==> config.mk <==
export PLATFORM = sky130hd
export DESIGN_NAME = iepd_top
export DESIGN_NICKNAME = d
export VERILOG_FILES = /design/src/core/iepd_pkg.sv /design/src/core/iepd_addr_gen.sv /design/src/core/iepd_irq.sv /design/src/core/iepd_top.sv
export SDC_FILE = /design/constraint.sdc
export NUM_CORES = 1
export LEC_CHECK = 0
export BUFFER_PORTS_ARGS = -buffer_cell sky130_fd_sc_hd__buf_4
export CAP_MARGIN = 10
export CORE_AREA = 4 4 87 89
export DETAILED_ROUTE_END_ITERATION = 10
export DIE_AREA = 0 0 91 93
export PLACE_DENSITY = 0.79
export SLEW_MARGIN = 0
export SYNTH_ARGS = -nofsm -noshare
export SYNTH_HDL_FRONTEND = slang
export SYNTH_SLANG_ARGS = --single-unit
==> constraint.sdc <==
create_clock -name core_clk -period 1.8 [get_ports core_clk]
set_input_delay 0.09 -clock core_clk [delete_from_list [all_inputs] [get_ports core_clk]]
set_output_delay 0.09 -clock core_clk [all_outputs]
set_load 0.02 [all_outputs]
==> src/core/iepd_pkg.sv <==
// iepd_pkg: shared constants for the input endpoint descriptor block
// assumes a 16-bit byte address port and 8-bit register data
package iepd_pkg;
  localparam int NUM_EP = 3;
  // descriptor bases for input endpoints 1..3, eight bytes apart
  localparam logic [15:0] EP1_BASE = 16'hFF48;
  localparam logic [15:0] EP2_BASE = 16'hFF50;
  localparam logic [15:0] EP3_BASE = 16'hFF58;
  localparam logic [2:0] OFS_CONFIG = 3'h0;
  localparam logic [2:0] OFS_X_BASE = 3'h1;
  // interrupt block of our own, beside the descriptors
  localparam logic [15:0] IRQ_STATUS_ADDR = 16'hFF60;
  localparam logic [15:0] IRQ_MASK_ADDR = 16'hFF61;
  // configuration field positions
  localparam int BIT_ENABLE = 7;
  localparam int BIT_ISO = 6;
  localparam int BIT_TOGGLE = 5;
  localparam int BIT_DOUBLE_BUFFER_ENABLE = 4;
  localparam int BIT_STALL = 3;
  localparam int BIT_IE = 2;
  localparam logic [7:0] CONFIG_WMASK = 8'hFC;
  localparam logic [7:0] CONFIG_RESET = 8'h00;
  localparam logic [7:0] X_BASE_RESET = 8'h00;
  localparam logic [2:0] ADDR_PAD = 3'h0;
  // answers to the buffer manager
  typedef enum logic [1:0] {
    IEPD_ANS_OFF = 2'h0,
    IEPD_ANS_DATA = 2'h1,
    IEPD_ANS_STALL = 2'h3
  } iepd_ans_t;
endpackage

==> src/core/iepd_addr_gen.sv <==
// iepd_addr_gen: forms the 11-bit buffer start address for one endpoint
// assumes inputs are registered state on the same clock
`timescale 1ns/1ns
`default_nettype none
module iepd_addr_gen
(
  input wire logic [7:0] x_base,
  input wire logic [7:0] y_base,
  input wire logic double_buffer_enable,
  input wire logic toggle,
  output logic [10:0] start_addr
);
  // toggle picks y only in double-buffer mode; low bits padded with zeros
  always_comb
  begin
    if (double_buffer_enable && toggle)
      start_addr = {y_base, iepd_pkg::ADDR_PAD};
    else
      start_addr = {x_base, iepd_pkg::ADDR_PAD};
  end
endmodule
`default_nettype wire

==> src/core/iepd_irq.sv <==
// iepd_irq: sticky event bits, mask, level interrupt output
// assumes one-cycle event pulses and write-one-to-clear from software
`timescale 1ns/1ns
`default_nettype none
module iepd_irq
(
  input wire logic core_clk,
  input wire logic reset,
  input wire logic [2:0] event_pulse,
  input wire logic status_wr,
  input wire logic mask_wr,
  input wire logic [2:0] wdata,
  output logic [2:0] status,
  output logic [2:0] mask,
  output logic irq
);
  typedef struct packed {
    logic [2:0] status;
    logic [2:0] mask;
  } iepd_irq_state_t;
  iepd_irq_state_t state_reg;
  iepd_irq_state_t state_next;
  // set wins over a clear in the same cycle so no event is lost
  always_comb
  begin
    state_next = state_reg;
    if (status_wr)
      state_next.status = state_reg.status & ~wdata;
    state_next.status = state_next.status | event_pulse;
    if (mask_wr)
      state_next.mask = wdata;
  end
  always_ff @(posedge core_clk)
  begin
    if (reset)
      state_reg <= '0;
    else
      state_reg <= state_next;
  end
  assign status = state_reg.status;
  assign mask = state_reg.mask;
  assign irq = |(state_reg.status & state_reg.mask);
endmodule
`default_nettype wire

==> src/core/iepd_top.sv <==
// iepd_top: input endpoint 1..3 descriptor registers (config, x base)
// assumes firmware on a plain strobe port and a buffer manager on the same clock
// How it works
// - endpoint ignored by the buffer manager while its enable bit 7 is clear.
// - toggle bit 5 shows the current DATA0/DATA1 sequence state.
// - without double buffering only x is used; with it toggle selects buffer.
// - stall bit 3 resets to zero, set by manager, firmware may set or clear.
// - firmware-set stall answers next host transaction with STALL, then clears itself.
// - completion interrupt enable bit 2 raises an interrupt per completed transaction; here it sets a status bit and irq also needs its mask bit set.
// - x base holds address bits 10..3; three zero bits pad it to eleven.
// - the programmed base is the start address of each transaction.
// - the x base is never changed when a transaction ends.
// - configuration entries sit at FF48h, FF50h and FF58h, eight bytes apart.
//
// The plain strobed port was decided locally.
`timescale 1ns/1ns
`default_nettype none
module iepd_top
(
  input wire logic core_clk,
  input wire logic reset,
  // register port
  input wire logic [15:0] reg_addr,
  input wire logic [7:0] reg_wdata,
  input wire logic reg_wr,
  input wire logic reg_rd,
  output logic [7:0] reg_rdata,
  // buffer manager side, one-hot endpoint select (bit 0 = endpoint 1)
  input wire logic [2:0] bm_ep_sel,
  input wire logic bm_start,
  input wire logic bm_done,
  input wire logic bm_stall_set,
  input wire logic [7:0] bm_y_base,
  output logic [2:0] bm_ep_enabled,
  output logic [1:0] bm_answer,
  output logic [10:0] bm_start_addr,
  output logic bm_data_pid_is_1,
  // interrupt
  output logic irq
);
  typedef struct packed {
    logic [2:0][7:0] cfg;
    logic [2:0][7:0] x_base;
    logic [2:0] stall_by_fw;
    logic [7:0] rdata;
    logic [1:0] answer;
    logic [10:0] start_addr;
    logic pid1;
  } iepd_state_t;
  iepd_state_t state_reg;
  iepd_state_t state_next;
  logic [2:0] hit_cfg;
  logic [2:0] hit_xb;
  logic [2:0] done_evt;
  logic [2:0] irq_status;
  logic [2:0] irq_mask;
  logic [10:0] sel_addr;
  logic [1:0] sel_idx;
  logic [15:0] ep_base [3];
  assign ep_base[0] = iepd_pkg::EP1_BASE;
  assign ep_base[1] = iepd_pkg::EP2_BASE;
  assign ep_base[2] = iepd_pkg::EP3_BASE;
  // address decode per endpoint descriptor
  genvar gi;
  generate
    for (gi = 0; gi < iepd_pkg::NUM_EP; gi++)
    begin : g_dec
      assign hit_cfg[gi] = (reg_addr == (ep_base[gi] | {13'h0000, iepd_pkg::OFS_CONFIG}));
      assign hit_xb[gi] = (reg_addr == (ep_base[gi] | {13'h0000, iepd_pkg::OFS_X_BASE}));
      assign bm_ep_enabled[gi] = state_reg.cfg[gi][iepd_pkg::BIT_ENABLE];
      // completion counts only for an enabled endpoint with interrupt enabled
      assign done_evt[gi] = bm_done && bm_ep_sel[gi] && state_reg.cfg[gi][iepd_pkg::BIT_ENABLE]
        && state_reg.cfg[gi][iepd_pkg::BIT_IE];
    end
  endgenerate
  // selected endpoint index from one-hot select
  always_comb
  begin
    sel_idx = 2'h0;
    if (bm_ep_sel[1])
      sel_idx = 2'h1;
    else if (bm_ep_sel[2])
      sel_idx = 2'h2;
  end
  iepd_addr_gen u_addr
  (
    .x_base(state_reg.x_base[sel_idx]),
    .y_base(bm_y_base),
    .double_buffer_enable(state_reg.cfg[sel_idx][iepd_pkg::BIT_DOUBLE_BUFFER_ENABLE]),
    .toggle(state_reg.cfg[sel_idx][iepd_pkg::BIT_TOGGLE]),
    .start_addr(sel_addr)
  );
  iepd_irq u_irq
  (
    .core_clk(core_clk),
    .reset(reset),
    .event_pulse(done_evt),
    .status_wr(reg_wr && reg_addr == iepd_pkg::IRQ_STATUS_ADDR),
    .mask_wr(reg_wr && reg_addr == iepd_pkg::IRQ_MASK_ADDR),
    .wdata(reg_wdata[2:0]),
    .status(irq_status),
    .mask(irq_mask),
    .irq(irq)
  );
  // register writes, manager updates, transaction answers
  always_comb
  begin
    state_next = state_reg;
    state_next.rdata = 8'h00;
    for (int i = 0; i < iepd_pkg::NUM_EP; i++)
    begin
      if (reg_wr && hit_cfg[i])
      begin
        // reserved bits are dropped so they can never steer anything
        state_next.cfg[i] = reg_wdata & iepd_pkg::CONFIG_WMASK;
        state_next.stall_by_fw[i] = reg_wdata[iepd_pkg::BIT_STALL];
      end
      if (reg_wr && hit_xb[i])
        state_next.x_base[i] = reg_wdata; // only firmware writes it
      if (bm_ep_sel[i] && state_reg.cfg[i][iepd_pkg::BIT_ENABLE])
      begin
        // successful completion advances the data sequence
        if (bm_done)
          state_next.cfg[i][iepd_pkg::BIT_TOGGLE] = ~state_reg.cfg[i][iepd_pkg::BIT_TOGGLE];
        if (bm_stall_set)
        begin
          state_next.cfg[i][iepd_pkg::BIT_STALL] = 1'b1;
          state_next.stall_by_fw[i] = 1'b0;
        end
        // firmware stall is one-shot: answered once, then cleared
        if (bm_start && state_reg.stall_by_fw[i])
        begin
          state_next.cfg[i][iepd_pkg::BIT_STALL] = 1'b0;
          state_next.stall_by_fw[i] = 1'b0;
        end
      end
      if (reg_rd && hit_cfg[i])
        state_next.rdata = state_reg.cfg[i];
      if (reg_rd && hit_xb[i])
        state_next.rdata = state_reg.x_base[i];
    end
    if (reg_rd && reg_addr == iepd_pkg::IRQ_STATUS_ADDR)
      state_next.rdata = {5'h00, irq_status};
    if (reg_rd && reg_addr == iepd_pkg::IRQ_MASK_ADDR)
      state_next.rdata = {5'h00, irq_mask};
    // answer registered one cycle after the start request
    state_next.answer = iepd_pkg::IEPD_ANS_OFF;
    if (bm_start && state_reg.cfg[sel_idx][iepd_pkg::BIT_ENABLE])
    begin
      if (state_reg.cfg[sel_idx][iepd_pkg::BIT_STALL])
        state_next.answer = iepd_pkg::IEPD_ANS_STALL;
      else
        state_next.answer = iepd_pkg::IEPD_ANS_DATA;
      state_next.start_addr = sel_addr;
      state_next.pid1 = state_reg.cfg[sel_idx][iepd_pkg::BIT_TOGGLE];
    end
  end
  always_ff @(posedge core_clk)
  begin
    if (reset)
    begin
      state_reg <= '0;
      for (int i = 0; i < iepd_pkg::NUM_EP; i++)
      begin
        state_reg.cfg[i] <= iepd_pkg::CONFIG_RESET; // stall starts clear
        state_reg.x_base[i] <= iepd_pkg::X_BASE_RESET;
      end
    end
    else
      state_reg <= state_next;
  end
  assign reg_rdata = state_reg.rdata;
  assign bm_answer = state_reg.answer;
  assign bm_start_addr = state_reg.start_addr;
  assign bm_data_pid_is_1 = state_reg.pid1;
endmodule
`default_nettype wire

After elaboration in Yosys (flattened, before gate mapping)
Index checks and enable logic that the tools add are counted.

Order comparisons: 1. Eq/ne operators: 8. Muxes and demuxes: 47. Bitwise gates (word level): 8. Reductions and logical operators: 36.

Operators with widths (count): 16-bit == test, second input constant (8); 8-bit 2-to-1 mux (8); 1-bit logical AND (33); 8-bit binary-select mux with 2-bit select (2); 1-bit 2-to-1 mux (27); 6-bit 2-to-1 mux (3); 11-bit 2-to-1 mux (1); 3-bit 2-to-1 mux (3); 3-bit AND (2); 2-bit 2-to-1 mux (3); 3-bit OR reduction (2); 1-bit NOT (4); 2-bit by 3-bit less-than comparator with 1-bit output, second input constant (1); 3-bit NOT (1); 3-bit OR (1); 2-bit OR reduction (1).

Register bits: 73. Bits of input ports: 42. Output and inout bits: 26. Word-level logic and storage cells: 117.

Longest topological paths before layout
Gate-level depths: netlist of the first run.

Depth after elaboration: 10. Depth in mapped cells: 8. Gate-level depth less buffers: 5.

Hierarchy
A second synthesis of the first run with hierarchy kept.

Cell total of the unflattened synthesis: 443. Area total of the unflattened synthesis: 3972.6 um^2.

By module, submodules not included: iepd_top (times used 1, cells an instance 407, area each 3626.0 um^2, seq. area each 1341.3 um^2); iepd_irq (times used 1, cells an instance 23, area each 224.0 um^2, seq. area each 120.1 um^2); iepd_addr_gen (times used 1, cells an instance 13, area each 122.6 um^2, seq. area each 0.0 um^2).

Least setup slack after synthesis of the first run
OpenSTA, ideal clock, no wires.

Kind: input to register. Start: in reg_addr[1]. End: reg state_reg, in the netlist reg_rdata[5]. Library setup time: 0.079 ns. Data arrival time: 1.396 ns. Data required time: 1.721 ns. Setup slack: 0.324 ns. Stages on the path: 6. Buffers on the path: 1. Cell sequence: or3b_4 or4_4 buf_6 o22ai_2 o21ai_1 a211oi_2.

Cells in the longest elaborated chain, start to end: 8. Elaborated cells on any way between the ends: 23. Classes of those cells: eq/ne: 8; mux: 6; reduce/logical: 9.

RTL lines: start: declaration (RTL line iepd_top.sv:23) `input wire logic [15:0] reg_addr,`; 16-bit == test (RTL line iepd_top.sv:68) `assign hit_cfg[gi] = (reg_addr == (ep_base[gi] | {13'h0000, iepd_pkg::OFS_CONFIG}));`; 1-bit logical AND (RTL line iepd_top.sv:137) `if (reg_rd && hit_cfg[i])`; 8-bit 2-to-1 mux (RTL line iepd_top.sv:137); 8-bit 2-to-1 mux (RTL line iepd_top.sv:139) `if (reg_rd && hit_xb[i])`; 8-bit 2-to-1 mux (RTL line iepd_top.sv:137); 8-bit 2-to-1 mux (RTL line iepd_top.sv:139); 8-bit 2-to-1 mux (RTL line iepd_top.sv:137); 8-bit 2-to-1 mux (RTL line iepd_top.sv:139); end signal: assignment (RTL line iepd_top.sv:170) `state_reg <= state_next;`; end: declaration (RTL line iepd_top.sv:50) `iepd_state_t state_reg;`.

Several ways; a longest one is shown, not always the timed one. A chain may end at the register's enable or synchronous reset.

Worst setup path after layout of the first run
Start: reg state_reg[69] (netlist bit). End: reg state_reg, in the netlist bm_start_addr[9].

Cells in the longest elaborated chain, start to end: 4.

RTL lines: 8-bit binary-select mux with 2-bit select (RTL line iepd_top.sv:89) `.double_buffer_enable(state_reg.cfg[sel_idx][iepd_pkg::BIT_DOUBLE_BUFFER_ENABLE]),`; 8-bit 2-to-1 mux; 1-bit logical AND (RTL line iepd_addr_gen.sv:16) `if (double_buffer_enable && toggle)`; 11-bit 2-to-1 mux (RTL line iepd_addr_gen.sv:16).

Every way passes these cells. The select of a mux whose other input is x is not followed.

==> impl_metrics.env, run 1 <==
export IMPL_ys_seq_area_share_pct=37.7
export IMPL_rsz0062_at_grt="no"
export IMPL_final_cell_mix="buf_4 (94), nand2_1 (85), dfxtp_1 (70)"
export IMPL_worst_pin_slew_ns=0.491
export IMPL_antenna_found_initial=0
export IMPL_maxSlewViolCount=0
export IMPL_drt_first_iter_violations=345
export IMPL_worstPathRequired_ns=2.03
export IMPL_synth_top_area_share_pct=37.7
export IMPL_initial_utilization_pct=55.1
export IMPL_cts_tree="built"
export IMPL_ant_nets=0
export IMPL_cts_made_buffers=9
export IMPL_die_area_mm2=0.00846
export IMPL_netSwitchingFraction_pct=23.8
export IMPL_vias=3618
export IMPL_maxCapViolCount=0
export IMPL_fin_worst_skew_ns=0.00706
export IMPL_ys_ff_latch=70
export IMPL_crit_path_max_fanout=8
export IMPL_nets=559
export IMPL_switchingPower_uw=728
export IMPL_grt_max_degree=36
export IMPL_totalWireLength_um=10800
export IMPL_pwr_share_seq_pct=50.7
export IMPL_hold_slack_ns=0.0249
export IMPL_die_w_um=91
export IMPL_grt_pass1_vias=3400
export IMPL_grt_pass1_wl_um=17200
export IMPL_diodes=0
export IMPL_path_class="reg -> reg"
export IMPL_std_cell_rows=30
export IMPL_grt_met3_usage_pct=4.18
export IMPL_dieHeight_um=93
export IMPL_synth_ff_type="dfxtp_1"
export IMPL_grt_use_total_pct=25.7
export IMPL_drive_gt1_share_pct=24.5
export IMPL_first_pass_iters=5
export IMPL_ctsRootBufferMaster="clkbuf_8"
export IMPL_clockPowerShare_pct=41.6
export IMPL_final_common_cell="buf_4"
export IMPL_largest_reg_flops=42
export IMPL_pin_count=68
export IMPL_layout_min_cycle_time_ns=1.46
export IMPL_busiest_layer="met2"
export IMPL_cts_clk_slew_worst_paths_ns=0.07
export IMPL_synth_area_mm2=0.00372
export IMPL_avgViaCountPerCell=6.01
export IMPL_p_leak_uw=0.00177
export IMPL_use_met1_pct=32.8
export IMPL_grt_ovfl_total=0
export IMPL_clkLatencyLatePin_ns=0.35
export IMPL_wl_per_cell_um=18.0
export IMPL_ir_drop_mv=0.341
export IMPL_max_freq_mhz=685
export IMPL_gp_congestion=0.982
export IMPL_avgSynthCellArea_um2=8.09
export IMPL_synthArstFlopShare_pct=0
export IMPL_setup_tns_final_ns=0
export IMPL_power_density_mw_per_mm2=687
export IMPL_ys_types=51
export IMPL_hold_path_class="in -> reg"
export IMPL_coreArea_mm2=0.00676
export IMPL_syn_inst=460
export IMPL_setup_violations=0
export IMPL_yosys_warnings=0
export IMPL_cp_start_kind="flip-flop"
export IMPL_area_growth_pct=19.5
export IMPL_synth_area_leaders="dfxtp_1 (38%), mux2i_1 (10%), nand2_1 (8.6%), a21oi_1 (5.4%), buf_4 (4.8%)"
export IMPL_synth_edf_count=0
export IMPL_slew_headroom_pct=67.0
export IMPL_period_share_pct=81.1
export IMPL_h_tree_depth=3
export IMPL_clock_sinks=70
export IMPL_finalHoldViolations=0
export IMPL_io_buffers=64
export IMPL_p_int_uw=2330
export IMPL_cp_arrival_ns=1.69
export IMPL_dpl_hpwl_um=7980
export IMPL_drc_errors=0
export IMPL_final_util_pct=65.8
export IMPL_post_cts_resized=0
export IMPL_combPwrFrac_pct=7.7
export IMPL_status="complete, no violations"
export IMPL_cts_buffer_depth=2
export IMPL_postCtsSetupBuffers=0
export IMPL_synth_top_area_cell="dfxtp_1"
export IMPL_cts_hold_buf=0
export IMPL_end_kind="flip-flop"
export IMPL_globalRouteMet2Util_pct=42.4
-- final cells by class --
type / instances / area (um^2)
fillers: 564 / 2310
multi-input cells: 331 / 1990
flip-flops and latches: 70 / 1400
repair buffers: 95 / 726
clock buffers: 13 / 149
well taps: 80 / 100
clock inverters: 3 / 43.8
inverters: 10 / 37.5
-- synthesized netlist by cell type, types with 7 or more instances --
library cell	instances
buf_2	10
and4_1	7
clkbuf_1	14
a21oi_1	40
mux2i_1	39
inv_1	10
nand3_1	14
nand2_1	85
nand4_1	9
o21ai_0	19
nor2_1	34
buf_4	24
and3_1	8
a211oi_1	12
dfxtp_1	70
-- critical path: stages (launching register included) --
cell	delay (ns)
dfxtp_1	0.39
mux2i_1	0.09
o21ai_0	0.23
and2_1	0.21
buf_12	0.14
mux2i_1	0.20
a211oi_1	0.09
-- power by group through the flow --
stage	Combinational, uW	Sequential (uW)	Clock, uW
finish	236	1550	1270
global route	250	1550	1350
CTS	232	1550	1280
detailed placement	231	1580	0
global placement	228	1580	0
floorplan	108	1580	0
-- routing by layer --
metal	routed length (um)	share of wire, %
met5	0	0
met4	308	2.8
met3	899	8.3
met2	5260	48
met1	4370	40
-- worst paths after layout --
path / slack, ns / depth (start not counted) / start / end
setup / recovery: 0.34 / 6 / state_reg[69]$_SDFFE_PP0P_ / bm_start_addr[9]$_SDFFE_PP0P_
hold reg to reg: 0.45 / 2 / state_reg[55]$_SDFFE_PP0P_ / state_reg[55]$_SDFFE_PP0P_
hold / removal: 0.02 / 3 / reg_wdata[6] / state_reg[55]$_SDFFE_PP0P_
setup reg to reg: 0.34 / 6 / state_reg[69]$_SDFFE_PP0P_ / bm_start_addr[9]$_SDFFE_PP0P_
-- through the flow --
step	area, um^2	power (uW)	std cells	worst slack [ns]
6_report	4450	3050	602	0.341
5_1_grt	4450	3150	602	0.217
4_1_cts	4450	3060	602	0.329
3_5_place_dp	4250	1810	586	0.106
3_3_place_gp	4250	1810	586	0.172
2_1_floorplan	3730	1690	462	0.324
-- logic make-up (layout without fill, tap and decap cells) --
family | count (synthesis) | after routing | share of synthesized area (%)
and+or+nand+nor | 187 | 187 | 25.3
AOI/OAI and AO/OA | 100 | 100 | 16.7
DFF | 70 | 70 | 37.7
buffers and inverters | 61 | 121 | 9.11
muxes | 41 | 41 | 11.1
other | 1 | 3 | 0.101
Note: power is estimated with default switching activity, not from simulation.
==> run 2, diff against run 1 <==
Settings changed: CORE_AREA 4 4 87 89 to 4 4 92 94, DIE_AREA 0 0 91 93 to 0 0 96 98, PLACE_DENSITY 0.79 to 0.74.
Clock period 1.8 ns to 1.31 ns, I/O delays scaled along.
==> impl_metrics.env, run 2 (same netlist as run 1, synthesis figures left out) <==
export IMPL_largest_reg_flops=42
export IMPL_cts_tree="built"
export IMPL_status="complete, no violations"
export IMPL_busiest_layer="met2"
export IMPL_drive_gt1_share_pct=31.7
export IMPL_final_common_cell="buf_4"
export IMPL_globalRouteMet2Util_pct=40.1
export IMPL_grt_ovfl_total=0
export IMPL_path_class="reg -> out"
export IMPL_maxCapViolCount=0
export IMPL_cts_made_buffers=9
export IMPL_first_pass_iters=7
export IMPL_h_tree_depth=3
export IMPL_grt_use_total_pct=25.0
export IMPL_critPathSlowestCell="dfxtp_2"
export IMPL_gp_congestion=0.879
export IMPL_n_fill_cell=646
export IMPL_grt_pass1_wl_um=18100
export IMPL_ctsRootBufferMaster="clkbuf_8"
export IMPL_area_growth_pct=30.7
export IMPL_nets=592
export IMPL_std_cell_rows=32
export IMPL_die_area_mm2=0.00941
export IMPL_io_buffers=64
export IMPL_end_kind="output port"
export IMPL_grt_met3_usage_pct=3.62
export IMPL_layout_min_cycle_time_ns=1.29
export IMPL_antenna_found_initial=0
export IMPL_place_area_mm2=0.00461
export IMPL_cts_buffer_depth=2
export IMPL_hold_path_class="in -> reg"
export IMPL_clkLatencyLatePin_ns=0.35
export IMPL_dieHeight_um=98
export IMPL_crit_chain="a222oi_1 -> inv_1 -> buf_6"
export IMPL_drc_errors=0
export IMPL_cp_arrival_ns=1.23
export IMPL_design_area_mm2=0.00486
export IMPL_coreArea_mm2=0.00765
export IMPL_vias=3830
export IMPL_grt_max_degree=33
export IMPL_pin_count=68
export IMPL_final_util_pct=63.6
export IMPL_rsz0062_at_grt="yes"
export IMPL_wl_per_cell_um=18.0
export IMPL_setup_violations=0
export IMPL_worstPathRequired_ns=1.24
export IMPL_multi_input_area_mm2=0.00203
export IMPL_regArea_mm2=0.00141
export IMPL_max_freq_mhz=773
export IMPL_final_cell_mix="buf_4 (119), nand2_1 (85), dfxtp_1 (63)"
export IMPL_worst_slack_ns=0.0162
export IMPL_ir_drop_mv=0.622
export IMPL_drt_first_iter_violations=341
export IMPL_hold_slack_ns=0.00393
export IMPL_diodes=0
export IMPL_p_leak_uw=0.00197
export IMPL_ant_nets=0
export IMPL_totalWireLength_um=11800
export IMPL_cp_start_kind="flip-flop"
export IMPL_power_density_mw_per_mm2=927
export IMPL_die_w_um=96
export IMPL_initial_utilization_pct=48.7
export IMPL_finalHoldViolations=0
export IMPL_avgViaCountPerCell=5.83
export IMPL_grt_pass1_vias=3486
export IMPL_cts_clk_slew_worst_paths_ns=0.08
export IMPL_period_share_pct=98.8
export IMPL_cpPeakStageDelay_ns=0.33
export IMPL_dpl_hpwl_um=8680
export IMPL_crit_path_max_fanout=3
export IMPL_fin_worst_skew_ns=0.0103
export IMPL_maxSlewViolCount=0
export IMPL_clock_sinks=70
export IMPL_use_met1_pct=34.2
export IMPL_dp_slack_ns=-0.304
-- run 2: path summary, 6_finish.rpt --
kind | from | end | slack (ns) | depth (start not counted)
worst max-delay path | u_irq.mask[1]$_SDFFE_PP0P_ | irq | 0.02 | 3
worst min-delay path | reg_wdata[6] | state_reg[55]$_SDFFE_PP0P_ | 0.004 | 3
worst max register to register | state_reg[53]$_SDFFE_PP0P_ | bm_start_addr[10]$_SDFFE_PP0P_ | 0.03 | 5
worst min register to register | state_reg[63]$_SDFFE_PP0P_ | state_reg[63]$_SDFFE_PP0P_ | 0.46 | 2
-- run 2: where the power goes --
part | total [uW] | switching, uW | internal (uW) | leakage, uW
registers | 2130 | 0.0121 | 2130 | 0.000567
logic | 392 | 213 | 180 | 0.00130
clock network | 1990 | 862 | 1130 | 0.000110
total | 4510 | 1070 | 3430 | 0.00197
-- run 2: worst max-delay path: cells and delay by family (launching register included) --
family	cells	cell delay, ns
buffers and inverters	2	0.23
AOI/OAI and AO/OA	1	0.32
DFF	1	0.33
-- run 2: stage by stage --
step	TNS, ns	power (uW)	std cells
2_1_floorplan	-0.811	2330	462
3_3_place_gp	-7.68	2540	639
3_5_place_dp	-9.39	2550	639
4_1_cts	0	4500	657
5_1_grt	-0.405	4610	657
6_report	0	4510	657
-- run 2: what timing repair did --
action,4_1_cts,5_1_grt
hold endpoints to repair,4,0
pin swaps,7,9
setup endpoints to repair,9,12
gates resized for setup,7,6
setup buffers,1,0
hold buffers,2,0
-- run 2: final cells by class --
| type | instances | share of cell area [%] |
|---|---|---|
| timing repair buffer | 128 | 21.3 |
| sequential | 70 | 29.0 |
| multi-input combinational | 331 | 41.7 |
| inverter | 10 | 0.772 |
| clock inverter | 5 | 1.67 |
| clock buffer | 11 | 2.91 |
| tap | 102 | 2.62 |
-- run 2: layer usage --
metal,share of wire (%),vias to the layer above
li1,-,1779
met1,41,1804
met2,48,222
met3,9.0,25
met4,2.2,0
met5,0,-
